## config.mk

```make
export PLATFORM = sky130hd
export DESIGN_NAME = port_phy_control_reg
export DESIGN_NICKNAME = d
export VERILOG_FILES = /design/src/core/port_phy_control_reg.v /design/src/core/indicator_blank.v
export VERILOG_INCLUDE_DIRS = /design/src /design/src/shared
export SDC_FILE = /design/constraint.sdc
export NUM_CORES = 1
export LEC_CHECK = 0
export ABC_CLOCK_PERIOD_IN_PS = 4000
export BUFFER_PORTS_ARGS = -buffer_cell sky130_fd_sc_hd__buf_4
export CAP_MARGIN = 10
export CORE_ASPECT_RATIO = 1.5
export CORE_UTILIZATION = 48
export CTS_CLUSTER_DIAMETER = 60
export DETAILED_ROUTE_END_ITERATION = 12
export GPL_ROUTABILITY_DRIVEN = 0
export PLACE_DENSITY = 0.91
export SLEW_MARGIN = 15
export SYNTH_ARGS = -nofsm -noshare
export SYNTH_HDL_FRONTEND = slang
export SYNTH_SLANG_ARGS = --single-unit
```

## constraint.sdc

```tcl
create_clock -name SYS_CLK -period 4 [get_ports SYS_CLK]
set_clock_uncertainty 0.2 [all_clocks]
set_input_delay 0.4 -clock SYS_CLK [delete_from_list [all_inputs] [get_ports SYS_CLK]]
set_output_delay 0.4 -clock SYS_CLK [all_outputs]
set_load 0.01 [all_outputs]
```

## src/shared/port_phy_defs.vh

```
// Constants for the second port's transceiver control register block.
// Included by the register block and its checker; holds definitions only.
`ifndef PORT_PHY_DEFS_VH
`define PORT_PHY_DEFS_VH

// Register indexes; byte address is four times the index
`define CTRL_INDEX        6'h02
`define STAT_INDEX        6'h04

// Control register field positions
`define BIT_LED_BLANK     15
`define BIT_TX_OFF        14
`define BIT_RENEG         13
`define BIT_SPARE         12
`define BIT_POWER_DOWN    11
`define BIT_XOVER_OFF     10
`define BIT_FORCE_CROSS   9
`define BIT_FAR_LOOP      8
`define BIT_NEG_EN        7
`define BIT_FORCE_100     6
`define BIT_FORCE_FULL    5
`define BIT_ADV_PAUSE     4
`define BIT_ADV_100F      3
`define BIT_ADV_100H      2
`define BIT_ADV_10F       1
`define BIT_ADV_10H       0

// Status register field positions
`define ST_SPEED_100      0
`define ST_FULL_DUPLEX    1
`define ST_CROSSED        2
`define ST_RENEG_PEND     3
`define ST_NEG_DONE       4
`define ST_NEG_FAILED     5

// Reset values
`define CTRL_RESET        16'h009f
`define INDICATOR_RESET   4'hf

`endif

```

## src/core/port_phy_control_reg.v

```verilog
// Control register of the second copper port's transceiver, Avalon-MM slave.
// Assumes negotiation results and indicator drive come from SYS_CLK logic.
//
// Local design decision: the Avalon-MM interface to the registers.
`timescale 1ns/1ps
`include "port_phy_defs.vh"
module port_phy_control_reg #(
  parameter LED_COUNT = 4
) (
  input  wire                 SYS_CLK,
  input  wire                 RSTN,
  input  wire [7:0]           AVS_ADDRESS,
  input  wire                 AVS_READ,
  input  wire                 AVS_WRITE,
  input  wire [31:0]          AVS_WRITEDATA,
  input  wire [3:0]           AVS_BYTEENABLE,
  output reg  [31:0]          AVS_READDATA,
  output reg                  AVS_WAITREQUEST,
  input  wire [LED_COUNT-1:0] INDICATOR_DRIVE,
  input  wire                 NEG_DONE,
  input  wire                 NEG_FAILED,
  input  wire                 NEG_SPEED_100,
  input  wire                 NEG_FULL_DUPLEX,
  output wire                 PORT_TWO_INDICATOR_0,
  output wire                 PORT_TWO_INDICATOR_1,
  output wire                 PORT_TWO_INDICATOR_2,
  output wire                 PORT_TWO_INDICATOR_3,
  output reg                  TX_DISABLE,
  output reg                  RENEGOTIATE_REQUEST,
  output reg                  POWER_DOWN,
  output reg                  AUTO_CROSSOVER_OFF,
  output reg                  FORCE_CROSSED_WIRING,
  output reg                  FAR_END_LOOPBACK,
  output reg                  NEG_ENABLE,
  output reg                  LINK_SPEED_100,
  output reg                  LINK_FULL_DUPLEX,
  output reg                  ADVERTISE_PAUSE,
  output reg                  ADVERTISE_100_FULL,
  output reg                  ADVERTISE_100_HALF,
  output reg                  ADVERTISE_10_FULL,
  output reg                  ADVERTISE_10_HALF
);

  // Reset release synchroniser
  reg         rst_meta_reg;
  reg         rst_sync_reg;
  wire        rst_n;

  reg  [15:0] ctrl_reg;
  reg  [15:0] ctrl_next;
  reg  [31:0] rdata_next;
  reg         wait_next;
  reg  [1:0]  bus_state_reg;
  reg  [1:0]  bus_state_next;
  wire        req;
  wire        commit;
  wire        ctrl_hit;
  wire [15:0] stat_word;
  reg         speed_next;
  reg         duplex_next;
  reg         crossed_next;
  wire [LED_COUNT-1:0] led_out;

  // Bus phases, one-hot
  localparam BUS_IDLE   = 2'b01;
  localparam BUS_ANSWER = 2'b10;

  // Word index match on a byte address; low two bits ignored
  function hit;
    input [7:0] addr;
    input [5:0] index;
    begin
      hit = (addr[7:2] == index);
    end
  endfunction

  // Merge the two low byte lanes into a 16-bit register
  function [15:0] lane_merge;
    input [15:0] old;
    input [31:0] data;
    input [3:0]  be;
    begin
      lane_merge = old;
      if (be[0]) begin
        lane_merge[7:0] = data[7:0];
      end
      if (be[1]) begin
        lane_merge[15:8] = data[15:8];
      end
    end
  endfunction

  // Read multiplexer; unmapped places answer zero
  function [31:0] read_word;
    input [7:0]  addr;
    input [15:0] ctrl;
    input [15:0] stat;
    begin
      if (hit(addr, `CTRL_INDEX)) begin
        read_word = {16'h0000, ctrl};
      end else if (hit(addr, `STAT_INDEX)) begin
        read_word = {16'h0000, stat};
      end else begin
        read_word = 32'h0000_0000;
      end
    end
  endfunction

  // Status word; bits above the flags read zero
  function [15:0] status_pack;
    input speed;
    input duplex;
    input crossed;
    input pending;
    input done;
    input failed;
    begin
      status_pack                  = 16'h0000;
      status_pack[`ST_SPEED_100]   = speed;
      status_pack[`ST_FULL_DUPLEX] = duplex;
      status_pack[`ST_CROSSED]     = crossed;
      status_pack[`ST_RENEG_PEND]  = pending;
      status_pack[`ST_NEG_DONE]    = done;
      status_pack[`ST_NEG_FAILED]  = failed;
    end
  endfunction

  always @(posedge SYS_CLK or negedge RSTN) begin
    if (!RSTN) begin
      rst_meta_reg <= 1'b0;
      rst_sync_reg <= 1'b0;
    end else begin
      rst_meta_reg <= 1'b1;
      rst_sync_reg <= rst_meta_reg;
    end
  end

  assign rst_n = rst_sync_reg;

  // Bus handshake: one wait cycle per access, then the answer
  assign req      = AVS_READ | AVS_WRITE;
  assign commit   = req & ~AVS_WAITREQUEST;
  assign ctrl_hit = hit(AVS_ADDRESS, `CTRL_INDEX);

  // Answer phase is one cycle; a request still held is taken again two cycles later
  always @* begin
    bus_state_next = bus_state_reg;
    wait_next      = 1'b1;
    case (bus_state_reg)
      BUS_IDLE: begin
        if (req) begin
          bus_state_next = BUS_ANSWER;
          wait_next      = 1'b0;
        end
      end
      BUS_ANSWER: begin
        bus_state_next = BUS_IDLE;
      end
      default: begin
        bus_state_next = BUS_IDLE;
      end
    endcase
  end

  always @(posedge SYS_CLK or negedge rst_n) begin
    if (!rst_n) begin
      bus_state_reg <= BUS_IDLE;
    end else begin
      bus_state_reg <= bus_state_next;
    end
  end

  // Read data is captured as waitrequest drops and held after
  always @* begin
    rdata_next = AVS_READDATA;
    if (AVS_READ && AVS_WAITREQUEST) begin
      rdata_next = read_word(AVS_ADDRESS, ctrl_reg, stat_word);
    end
  end

  always @(posedge SYS_CLK or negedge rst_n) begin
    if (!rst_n) begin
      AVS_WAITREQUEST <= 1'b1;
      AVS_READDATA    <= 32'h0000_0000;
    end else begin
      AVS_WAITREQUEST <= wait_next;
      AVS_READDATA    <= rdata_next;
    end
  end

  // Control register; restart bit clears itself once issued
  always @* begin
    ctrl_next = ctrl_reg;
    if (ctrl_reg[`BIT_RENEG]) begin
      ctrl_next[`BIT_RENEG] = 1'b0;
    end
    // A new write after the clear wins, so no restart is lost
    if (commit && AVS_WRITE && ctrl_hit) begin
      ctrl_next = lane_merge(ctrl_reg, AVS_WRITEDATA, AVS_BYTEENABLE);
    end
  end

  always @(posedge SYS_CLK or negedge rst_n) begin
    if (!rst_n) begin
      ctrl_reg <= `CTRL_RESET;
    end else begin
      ctrl_reg <= ctrl_next;
    end
  end

  // Effective link mode
  always @* begin
    speed_next  = NEG_SPEED_100;
    duplex_next = NEG_FULL_DUPLEX;
    if (!ctrl_reg[`BIT_NEG_EN]) begin
      speed_next  = ctrl_reg[`BIT_FORCE_100];
      duplex_next = ctrl_reg[`BIT_FORCE_FULL];
    end else if (NEG_FAILED) begin
      // Speed still follows what the line detected
      duplex_next = ctrl_reg[`BIT_FORCE_FULL];
    end
  end

  always @* begin
    crossed_next = 1'b0;
    if (ctrl_reg[`BIT_XOVER_OFF]) begin
      crossed_next = ctrl_reg[`BIT_FORCE_CROSS];
    end
  end

  assign stat_word = status_pack(LINK_SPEED_100,
                                 LINK_FULL_DUPLEX,
                                 FORCE_CROSSED_WIRING,
                                 ctrl_reg[`BIT_RENEG],
                                 NEG_DONE,
                                 NEG_FAILED);

  // Transceiver controls, all registered
  always @(posedge SYS_CLK or negedge rst_n) begin
    if (!rst_n) begin
      TX_DISABLE           <= 1'b0;
      RENEGOTIATE_REQUEST  <= 1'b0;
      POWER_DOWN           <= 1'b0;
      AUTO_CROSSOVER_OFF   <= 1'b0;
      FORCE_CROSSED_WIRING <= 1'b0;
      FAR_END_LOOPBACK     <= 1'b0;
      NEG_ENABLE           <= 1'b1;
      LINK_SPEED_100       <= 1'b0;
      LINK_FULL_DUPLEX     <= 1'b0;
    end else begin
      TX_DISABLE           <= ctrl_reg[`BIT_TX_OFF];
      RENEGOTIATE_REQUEST  <= ctrl_reg[`BIT_RENEG];
      POWER_DOWN           <= ctrl_reg[`BIT_POWER_DOWN];
      AUTO_CROSSOVER_OFF   <= ctrl_reg[`BIT_XOVER_OFF];
      FORCE_CROSSED_WIRING <= crossed_next;
      FAR_END_LOOPBACK     <= ctrl_reg[`BIT_FAR_LOOP];
      NEG_ENABLE           <= ctrl_reg[`BIT_NEG_EN];
      LINK_SPEED_100       <= speed_next;
      LINK_FULL_DUPLEX     <= duplex_next;
    end
  end

  // Advertised abilities; clear withholds each one
  always @(posedge SYS_CLK or negedge rst_n) begin
    if (!rst_n) begin
      ADVERTISE_PAUSE    <= 1'b1;
      ADVERTISE_100_FULL <= 1'b1;
      ADVERTISE_100_HALF <= 1'b1;
      ADVERTISE_10_FULL  <= 1'b1;
      ADVERTISE_10_HALF  <= 1'b1;
    end else begin
      ADVERTISE_PAUSE    <= ctrl_reg[`BIT_ADV_PAUSE];
      ADVERTISE_100_FULL <= ctrl_reg[`BIT_ADV_100F];
      ADVERTISE_100_HALF <= ctrl_reg[`BIT_ADV_100H];
      ADVERTISE_10_FULL  <= ctrl_reg[`BIT_ADV_10F];
      ADVERTISE_10_HALF  <= ctrl_reg[`BIT_ADV_10H];
    end
  end

  // Indicator pins, blanked high
  indicator_blank #(
    .WIDTH (LED_COUNT)
  ) u_indicator_blank (
    .clk     (SYS_CLK),
    .rst_n   (rst_n),
    .blank   (ctrl_reg[`BIT_LED_BLANK]),
    .drive   (INDICATOR_DRIVE),
    .led_reg (led_out)
  );

  assign PORT_TWO_INDICATOR_0 = led_out[0];
  assign PORT_TWO_INDICATOR_1 = led_out[1];
  assign PORT_TWO_INDICATOR_2 = led_out[2];
  assign PORT_TWO_INDICATOR_3 = led_out[3];

endmodule // port_phy_control_reg

```

## src/core/indicator_blank.v

```verilog
// Registered drive of the port's four indicator pins.
// Assumes drive and blank come from logic on the same clock.
`timescale 1ns/1ps
module indicator_blank #(
  parameter WIDTH = 4
) (
  input  wire             clk,
  input  wire             rst_n,
  input  wire             blank,
  input  wire [WIDTH-1:0] drive,
  output reg  [WIDTH-1:0] led_reg
);

  // Pins idle high, which is also the dark level
  always @(posedge clk or negedge rst_n) begin
    if (!rst_n) begin
      led_reg <= {WIDTH{1'b1}};
    end else if (blank) begin
      led_reg <= {WIDTH{1'b1}};
    end else begin
      led_reg <= drive;
    end
  end

endmodule // indicator_blank

```

# Word level (Yosys, flattened, before mapping)
# Cells that the tools add are included.
# classes
muxes	14
n_eq_ne	5
bitwise	3
n_reduce_logical	5
# ops
operator	count
2-to-1 mux 16 bit	1
2-to-1 mux 14 bit	1
2-to-1 mux 6 bit	2
2-to-1 mux 8 bit	1
== test 6 x 2 -> 1 bit, second input constant	1
== test 6 x 3 -> 1 bit, second input constant	1
2-to-1 mux 1 bit	6
2-to-1 mux 2 bit	2
2-to-1 mux 4 bit	1
!= test 2 bit, second input constant	2
AND reduction 2 bit	2
logical AND 1 bit	3
== test 2 x 1 -> 1 bit, second input constant	1
AND 1 bit	1
NOT 1 bit	1
OR 1 bit	1
# word_totals
out_inout_bits	51
inputBits	56
elab_cells	50
register_bits	71

# Depth between registers and ports, before layout
# Gate-level depths: netlist of the first run.
# logic_depth
depth_word	5
ltp_mapped	4
ltp_nobuf	3

# Hierarchy
# A second synthesis of the first run with hierarchy kept.
# hier_totals
hier_cells	164
hier_area_um2	2114.5
# modules_own_cells
mod	cells_each	area_per_inst_um2	instances
port_phy_control_reg	156	1984.4	1
indicator_blank	8	130.1	1

# Least setup slack after synthesis of the first run
# No wires, ideal clock.
# synth_path
path_kind	flip-flop to flip-flop
startpoint	reg AVS_WAITREQUEST
endpoint	reg ctrl_reg[5]
slack_ns	2.372
stages_incl_launch_ff	4
arrival_time_ns	1.304
required_time_ns	3.675
path_buffers	0
path_cell_list	dfstp_2 -> and4bb_2 -> nand3_2 -> mux2_2
# synth_between
elab_chain_len	5
# synth_lines
item	line	text
start, declared	port_phy_control_reg.v:18	output reg AVS_WAITREQUEST,
start signal, assigned	port_phy_control_reg.v:186	AVS_WAITREQUEST <= wait_next;
NOT 1 bit	port_phy_control_reg.v:142	assign commit = req & ~AVS_WAITREQUEST;
AND 1 bit	port_phy_control_reg.v:142	
logical AND 1 bit (2 in a row)	port_phy_control_reg.v:198	if (commit && AVS_WRITE && ctrl_hit) begin
AND reduction 2 bit (no line)	-	
end signal, assigned	port_phy_control_reg.v:205	ctrl_reg <= `CTRL_RESET;
end signal, assigned	port_phy_control_reg.v:207	ctrl_reg <= ctrl_next;
end, declared	port_phy_control_reg.v:49	reg [15:0] ctrl_reg;
# No other way between the ends.
# A chain may end at the register's enable or synchronous reset.

# Worst setup path in the final report of the first run
# layout_path
startpoint	reg AVS_WAITREQUEST
endpoint	reg ctrl_reg[6]
# The elaborated chain is that of the path after synthesis.

==> reports/qor.txt, run 1 <==
outcome - finished, final reports clean
Overflow after GRT - 0
Sw Ratio - 0.246
initial antenna violation count - 0
DP HPWL - 2830 microns
final net count - 294
Max VDD drop - 297 uV
Hold Vio Cnt, Final - 0
vias in the first global route - 1472
vias per inst - 4.98
fill count - 346
fin crit period - 1.71 ns
Die Y - 83.3 microns
RSZ-0062 raised after global routing - false
Clock Root Buffer - clkbuf_8
YS warnings - 0
Slew headroom - 0.567
worst hold path stage count - 2
Core Area - 4210 sq um
Comb power frac - 0.125
FP Rows - 29
die width - 56.2 microns
Tot GR Track Use - 0.180
cells after synthesis - 164
Fmax - 0.585 GHz
Seq/Total Area, Yosys - 0.662
Reg power frac - 0.606
DR WL/cell - 13.5 microns
Max FO, Critical Path - 8
Worst-path clk slew - 0.09 ns
# DRC - 0
Initial Util - 0.502
pin slew with the least headroom to its limit - 0.650 ns
Critical Path End Type - flip-flop
ant diodes - 0
total I/O pin count - 107
Post-Syn Area - 2110 sq um
pin count of the biggest net entering global routing - 54
Static Leak - 1.35 nW
placed cells - 276
area of the multi-input gates - 632 sq um
Final Cycle Share - 0.428
post_cts resized - 0
CP Buf/Inv Count - 0
Cell Pwr Density - 387 nW/um^2
Crit path max-delay family - flip-flops
first-pass GRT wire length - 6510 microns
Final Non-Filler Cells - 285
CP max stage delay - 0.56 ns
cell chain of the critical path - and4bb_2 -> nand3_2 -> mux2_2
Detail Route Antenna Nets - 0
DRT Pass-1 Iters - 4
crit path DAT - 1.70 ns
Final Max Slew Viols - 0
WS Path Type - reg -> reg
clock network power share - 0.269
CP Launch Type - flip-flop
Max-Cap Viols - 0
H-tree depth - 2
Vias - 1420
Switch Pwr - 0.258 mW
drt initial violations - 36
worst-skew pair later-pin latency - 0.29 ns
slowest CP cell - dfstp_2
Hold Crit Class - in -> reg
# setup viols final - 0
Clock Sinks - 55
R2R depth - 3
Port Buffers - 70
syn avg cell area - 12.9 sq um
Sum Neg Setup Slack - 0 ns
register area - 1400 sq um
total die area - 4680 sq um
critical path depth in cells - 3
flops & latches, synth - 55
CTS tree - done
Int Power - 0.792 mW
Critical Path RT - 3.99 ns
Syn-to-layout area delta - 28.5%
total CTS buffers - 5
CTS max path bufs - 2
Total Wirelength - 3850 microns
layout cell share with drive strength beyond 1 - 0.502
distinct cell type count after synthesis - 19
==> power groups by stage <==
stage | Clock (mW) | Sequential [mW] | Combinational (mW)
2_1_floorplan | 0 | 0.647 | 0.0694
3_3_place_gp | 0 | 0.644 | 0.128
3_5_place_dp | 0 | 0.647 | 0.132
4_1_cts | 0.292 | 0.637 | 0.132
5_1_grt | 0.315 | 0.644 | 0.143
6_report | 0.283 | 0.636 | 0.131
==> layout by cell type (no fill, tap or decap) <==
cell	instances
buf_4	70
dfrtp_1	36
nand2_1	30
dfstp_2	18
mux2_2	17
conb_1	17
o21ai_0	16
a22oi_1	6
clkbuf_8	5
or2_2	4
nor2b_1	3
and2_1	2
inv_1	2
o211ai_1	2
nand3_2	2
clkbuf_1	2
nor4_4	1
and4bb_2	1
mux2i_1	1
nor2_1	1
clkinv_2	1
dlygate4sd3_1	1
dfrtp_4	1
==> stage by stage <==
stage / total power [mW] / cell area (sq um) / hold WS, ns / setup slack (ns) / util
floorplan: 0.716 / 2170 / -0.0956 / 2.19 / -
global placement: 0.773 / 2620 / -0.0175 / 2.09 / 0.623
detailed placement: 0.778 / 2620 / -0.0170 / 2.08 / 0.623
CTS: 1.06 / 2710 / 0.0662 / 2.26 / 0.645
global route: 1.10 / 2720 / 0.0711 / 2.13 / 0.645
finish: 1.05 / 2720 / 0.0769 / 2.29 / 0.645
==> metal layers <==
layer	up-vias	GRT usage	wire length, microns
met4	0	0.0687	20
li1	659	-	-
met1	701	0.179	1350
met3	2	0.0452	212
met2	58	0.344	2270
met5	-	0	0
==> area by class of cell <==
class / instances / share of cell area
well taps: 46 / 0.0212
clock buffers: 7 / 0.0281
multi-input cells: 103 / 0.233
flip-flops and latches: 55 / 0.516
clock inverters: 1 / 0.00184
inverters: 2 / 0.00276
repair buffers: 71 / 0.197
==> worst reg2reg max path: stages (launching register included) <==
cell and delay (ns):
dfstp_2 0.56, and4bb_2 0.27, nand3_2 0.20, mux2_2 0.37
==> final timing paths <==
kind | start | endpoint | slack, ns
worst max-delay path | AVS_WAITREQUEST | ctrl_reg[6] | 2.29
worst min-delay path | AVS_WRITE | bus_state_reg[0] | 0.08
worst max register to register | AVS_WAITREQUEST | ctrl_reg[6] | 2.29
worst min register to register | rst_n | POWER_DOWN | 0.16
max in group asynchronous | rst_n | AVS_READDATA[4] | 3.00
min in group asynchronous | rst_n | POWER_DOWN | 0.16
==> synthesized netlist by cell type <==
| library cell | instances | area [sq um] |
|---|---|---|
| or2_2 | 4 | 25.0 |
| nor2b_1 | 3 | 18.8 |
| nand2_1 | 30 | 113 |
| conb_1 | 2 | 7.51 |
| clkbuf_1 | 3 | 11.3 |
| dfrtp_1 | 37 | 926 |
| nand3_2 | 2 | 20.0 |
| buf_4 | 16 | 120 |
| inv_1 | 2 | 7.51 |
| and4bb_2 | 1 | 12.5 |
| mux2i_1 | 1 | 10.0 |
| nor4_4 | 1 | 21.3 |
| o211ai_1 | 2 | 15.0 |
| dfstp_2 | 18 | 473 |
| and2_1 | 2 | 12.5 |
| nor2_1 | 1 | 3.75 |
| mux2_2 | 17 | 191 |
| a22oi_1 | 6 | 45.0 |
| o21ai_0 | 16 | 80.1 |
==> cells by family (layout without fill, tap and decap cells) <==
family          Yosys count  count (layout)  share of synthesized area
compound gates           24              24                     0.0663
buf+inv                  21              81                     0.0657
flops                    55              55                      0.662
mux                      18              18                     0.0953
other cells               2              17                    0.00355
simple gates             44              44                      0.107
==> timing repair <==
item                      4_1_cts  5_1_grt
hold buffers                    1        0
hold endpoints to repair        2        0
setup buffers                   0        0
Note: power is estimated with default switching activity, not from simulation.
==> run 2, diff against run 1 <==
--- a/config.mk
+++ b/config.mk
@@ -6,15 +6,15 @@
 export SDC_FILE = /design/constraint.sdc
 export NUM_CORES = 1
 export LEC_CHECK = 0
-export ABC_CLOCK_PERIOD_IN_PS = 4000
+export ABC_CLOCK_PERIOD_IN_PS = 1750
 export BUFFER_PORTS_ARGS = -buffer_cell sky130_fd_sc_hd__buf_4
 export CAP_MARGIN = 10
 export CORE_ASPECT_RATIO = 1.5
-export CORE_UTILIZATION = 48
+export CORE_UTILIZATION = 45
 export CTS_CLUSTER_DIAMETER = 60
 export DETAILED_ROUTE_END_ITERATION = 12
 export GPL_ROUTABILITY_DRIVEN = 0
-export PLACE_DENSITY = 0.91
+export PLACE_DENSITY = 0.86
 export SLEW_MARGIN = 15
 export SYNTH_ARGS = -nofsm -noshare
 export SYNTH_HDL_FRONTEND = slang
==> constraint.sdc (replaced) <==
create_clock -name SYS_CLK -period 1.75 [get_ports SYS_CLK]
set_clock_uncertainty 0.2 [all_clocks]
set_input_delay 0.175 -clock SYS_CLK [delete_from_list [all_inputs] [get_ports SYS_CLK]]
set_output_delay 0.175 -clock SYS_CLK [all_outputs]
set_load 0.01 [all_outputs]
==> run 2 against run 1 <==
The run now ends with DRC, hold timing, setup timing left; clock power grew to 2.8 times the previous value; design area increased by 13%; critical path depth increased by 2; utilization rose by 3.5 points; first-iteration DRC count increased by 11%; sequential share of layout area is 6.0 points lower; die area up 6.5%; total power grew to 2.5 times the previous value; register-to-register slack worse by 2.2 ns; worst hold slack worse by 0.13 ns; routed wire length increased by 17%; worst setup slack got worse by 2.3 ns.
==> reports/qor.txt, run 2 (synthesis gave the netlist of run 1 again) <==
final net count - 326
total CTS buffers - 5
ant diodes - 0
Max-Cap Viols - 0
leading cell types in the layout, fill and taps excluded - 73 x buf_4, 36 x dfrtp_1, 29 x nand2_1, 29 x dlygate4sd3_1, 18 x dfstp_2
FP Rows - 30
r2r endpoint - ctrl_reg[5]
WS Path Type - in -> reg
Hold Vio Cnt, Final - 1
r2r setup slk - 0.05 ns
Syn-to-layout area delta - 45.1%
outcome - finished with violations
crit path from - AVS_ADDRESS[6]
Critical Path End Type - flip-flop
Sum Neg Setup Slack - -0.00963 ns
pre-CTS setup slack - 0.0657 ns
pin count of the biggest net entering global routing - 54
pin slew with the least headroom to its limit - 0.567 ns
H-tree depth - 2
Fmax - 0.569 GHz
Clock Root Buffer - clkbuf_8
post-layout util - 0.681
# DRC - 6
initial antenna violation count - 0
CP Launch Type - input pin
CP max stage delay - 0.54 ns
commonest non-fill, non-tap cell in the layout - buf_4
WHS - -0.0550 ns
Final Max Slew Viols - 0
total I/O pin count - 107
Static Leak - 1.50 nW
DR WL/cell - 14.1 microns
Initial Util - 0.469
DP HPWL - 2990 microns
Die Y - 85.9 microns
Max FO, Critical Path - 8
vias in the first global route - 1593
# setup viols final - 2
crit path DAT - 1.74 ns
Final Power - 2.65 mW
RSZ-0062 raised after global routing - true
die width - 58.0 microns
hold_buf cts - 29
Critical Path RT - 1.74 ns
drt initial violations - 40
CP endpoint - ctrl_reg[5]
Overflow after GRT - 0
Worst Slack Setup Final - -0.00675 ns
DRT Pass-1 Iters - 8
Hold Crit Class - in -> reg
Core Area - 4500 sq um
layout cell share with drive strength beyond 1 - 0.461
Max VDD drop - 683 uV
worst hold start - AVS_ADDRESS[5]
first-pass GRT wire length - 7330 microns
Detail Route Antenna Nets - 0
R2R depth - 3
Port Buffers - 70
failing checks - DRC, hold timing, setup timing
Worst-path clk slew - 0.09 ns
cell chain of the critical path - dlygate4sd3_1 -> buf_4 -> nor4_4 -> nand3_2 -> mux2_2
CTS max path bufs - 2
postcts setup bufs - 0
Final Cycle Share - 1.00
fin crit period - 1.76 ns
worst-skew pair later-pin latency - 0.30 ns
Crit Reg-Reg Startpoint - AVS_WAITREQUEST
Slew headroom - 0.621
Tot GR Track Use - 0.196
Clock Sinks - 55
Total Wirelength - 4500 microns
total die area - 4980 sq um
vias per inst - 4.78
CTS tree - done
slowest CP cell - dlygate4sd3_1
Vias - 1526
Cell Pwr Density - 864 nW/um^2
-- run 2: cell count changes in the layout (fill, tap and decap cells not counted), sizes merged --
cell         change
dlygate4sd3     +28
buf              +4
bufinv           +1
clkinv           -1
-- run 2: report_power, final --
part	switching [mW]	total, mW	leakage, nW	internal [mW]
registers	0.0494	1.43	0.695	1.39
clock network	0.376	0.805	0.0524	0.428
logic	0.200	0.409	0.749	0.209
-- run 2: stage by stage --
stage / cell area (sq um) / cells
2_1_floorplan: 2170 / 179
3_3_place_gp: 2670 / 282
3_5_place_dp: 2670 / 282
4_1_cts: 3060 / 319
5_1_grt: 3070 / 319
6_report: 3070 / 319
-- run 2: routing by layer --
metal,share of wire,track usage,up-vias
met2,0.57,0.364,51
met4,0.016,0.0887,0
met5,0,0,-
li1,-,-,723
met1,0.37,0.213,745
met3,0.037,0.0302,7
-- run 2: cell type report --
type | instances | area (sq um)
sequential | 55 | 1400
timing repair buffer | 103 | 858
clock inverter | 1 | 30.0
tap | 48 | 60.1
inverter | 2 | 7.51
multi-input combinational | 103 | 634
clock buffer | 7 | 76.3
fill | 337 | 1440
-- run 2: repair_timing --
action,CTS,global route
endpoints found under the hold margin,29,1
endpoints found under the setup margin,0,25
resized for setup,0,2
-- run 2: how the worst min path moves through the flow --
stage	slack, ns	end	cells after the start
3_5_place_dp	-0.24	rst_meta_reg	1
2_1_floorplan	-0.32	rst_meta_reg	0
3_3_place_gp	-0.24	rst_meta_reg	1
4_1_cts	-0.07	ctrl_reg[13]	4
6_report	-0.06	ctrl_reg[13]	4
5_1_grt	-0.05	ctrl_reg[13]	4
-- run 2: critical path, delay by kind of cell --
kind | cells | cell delay, ns
buffers and inverters | 2 | 0.68
and+or+nand+nor | 2 | 0.54
muxes | 1 | 0.34
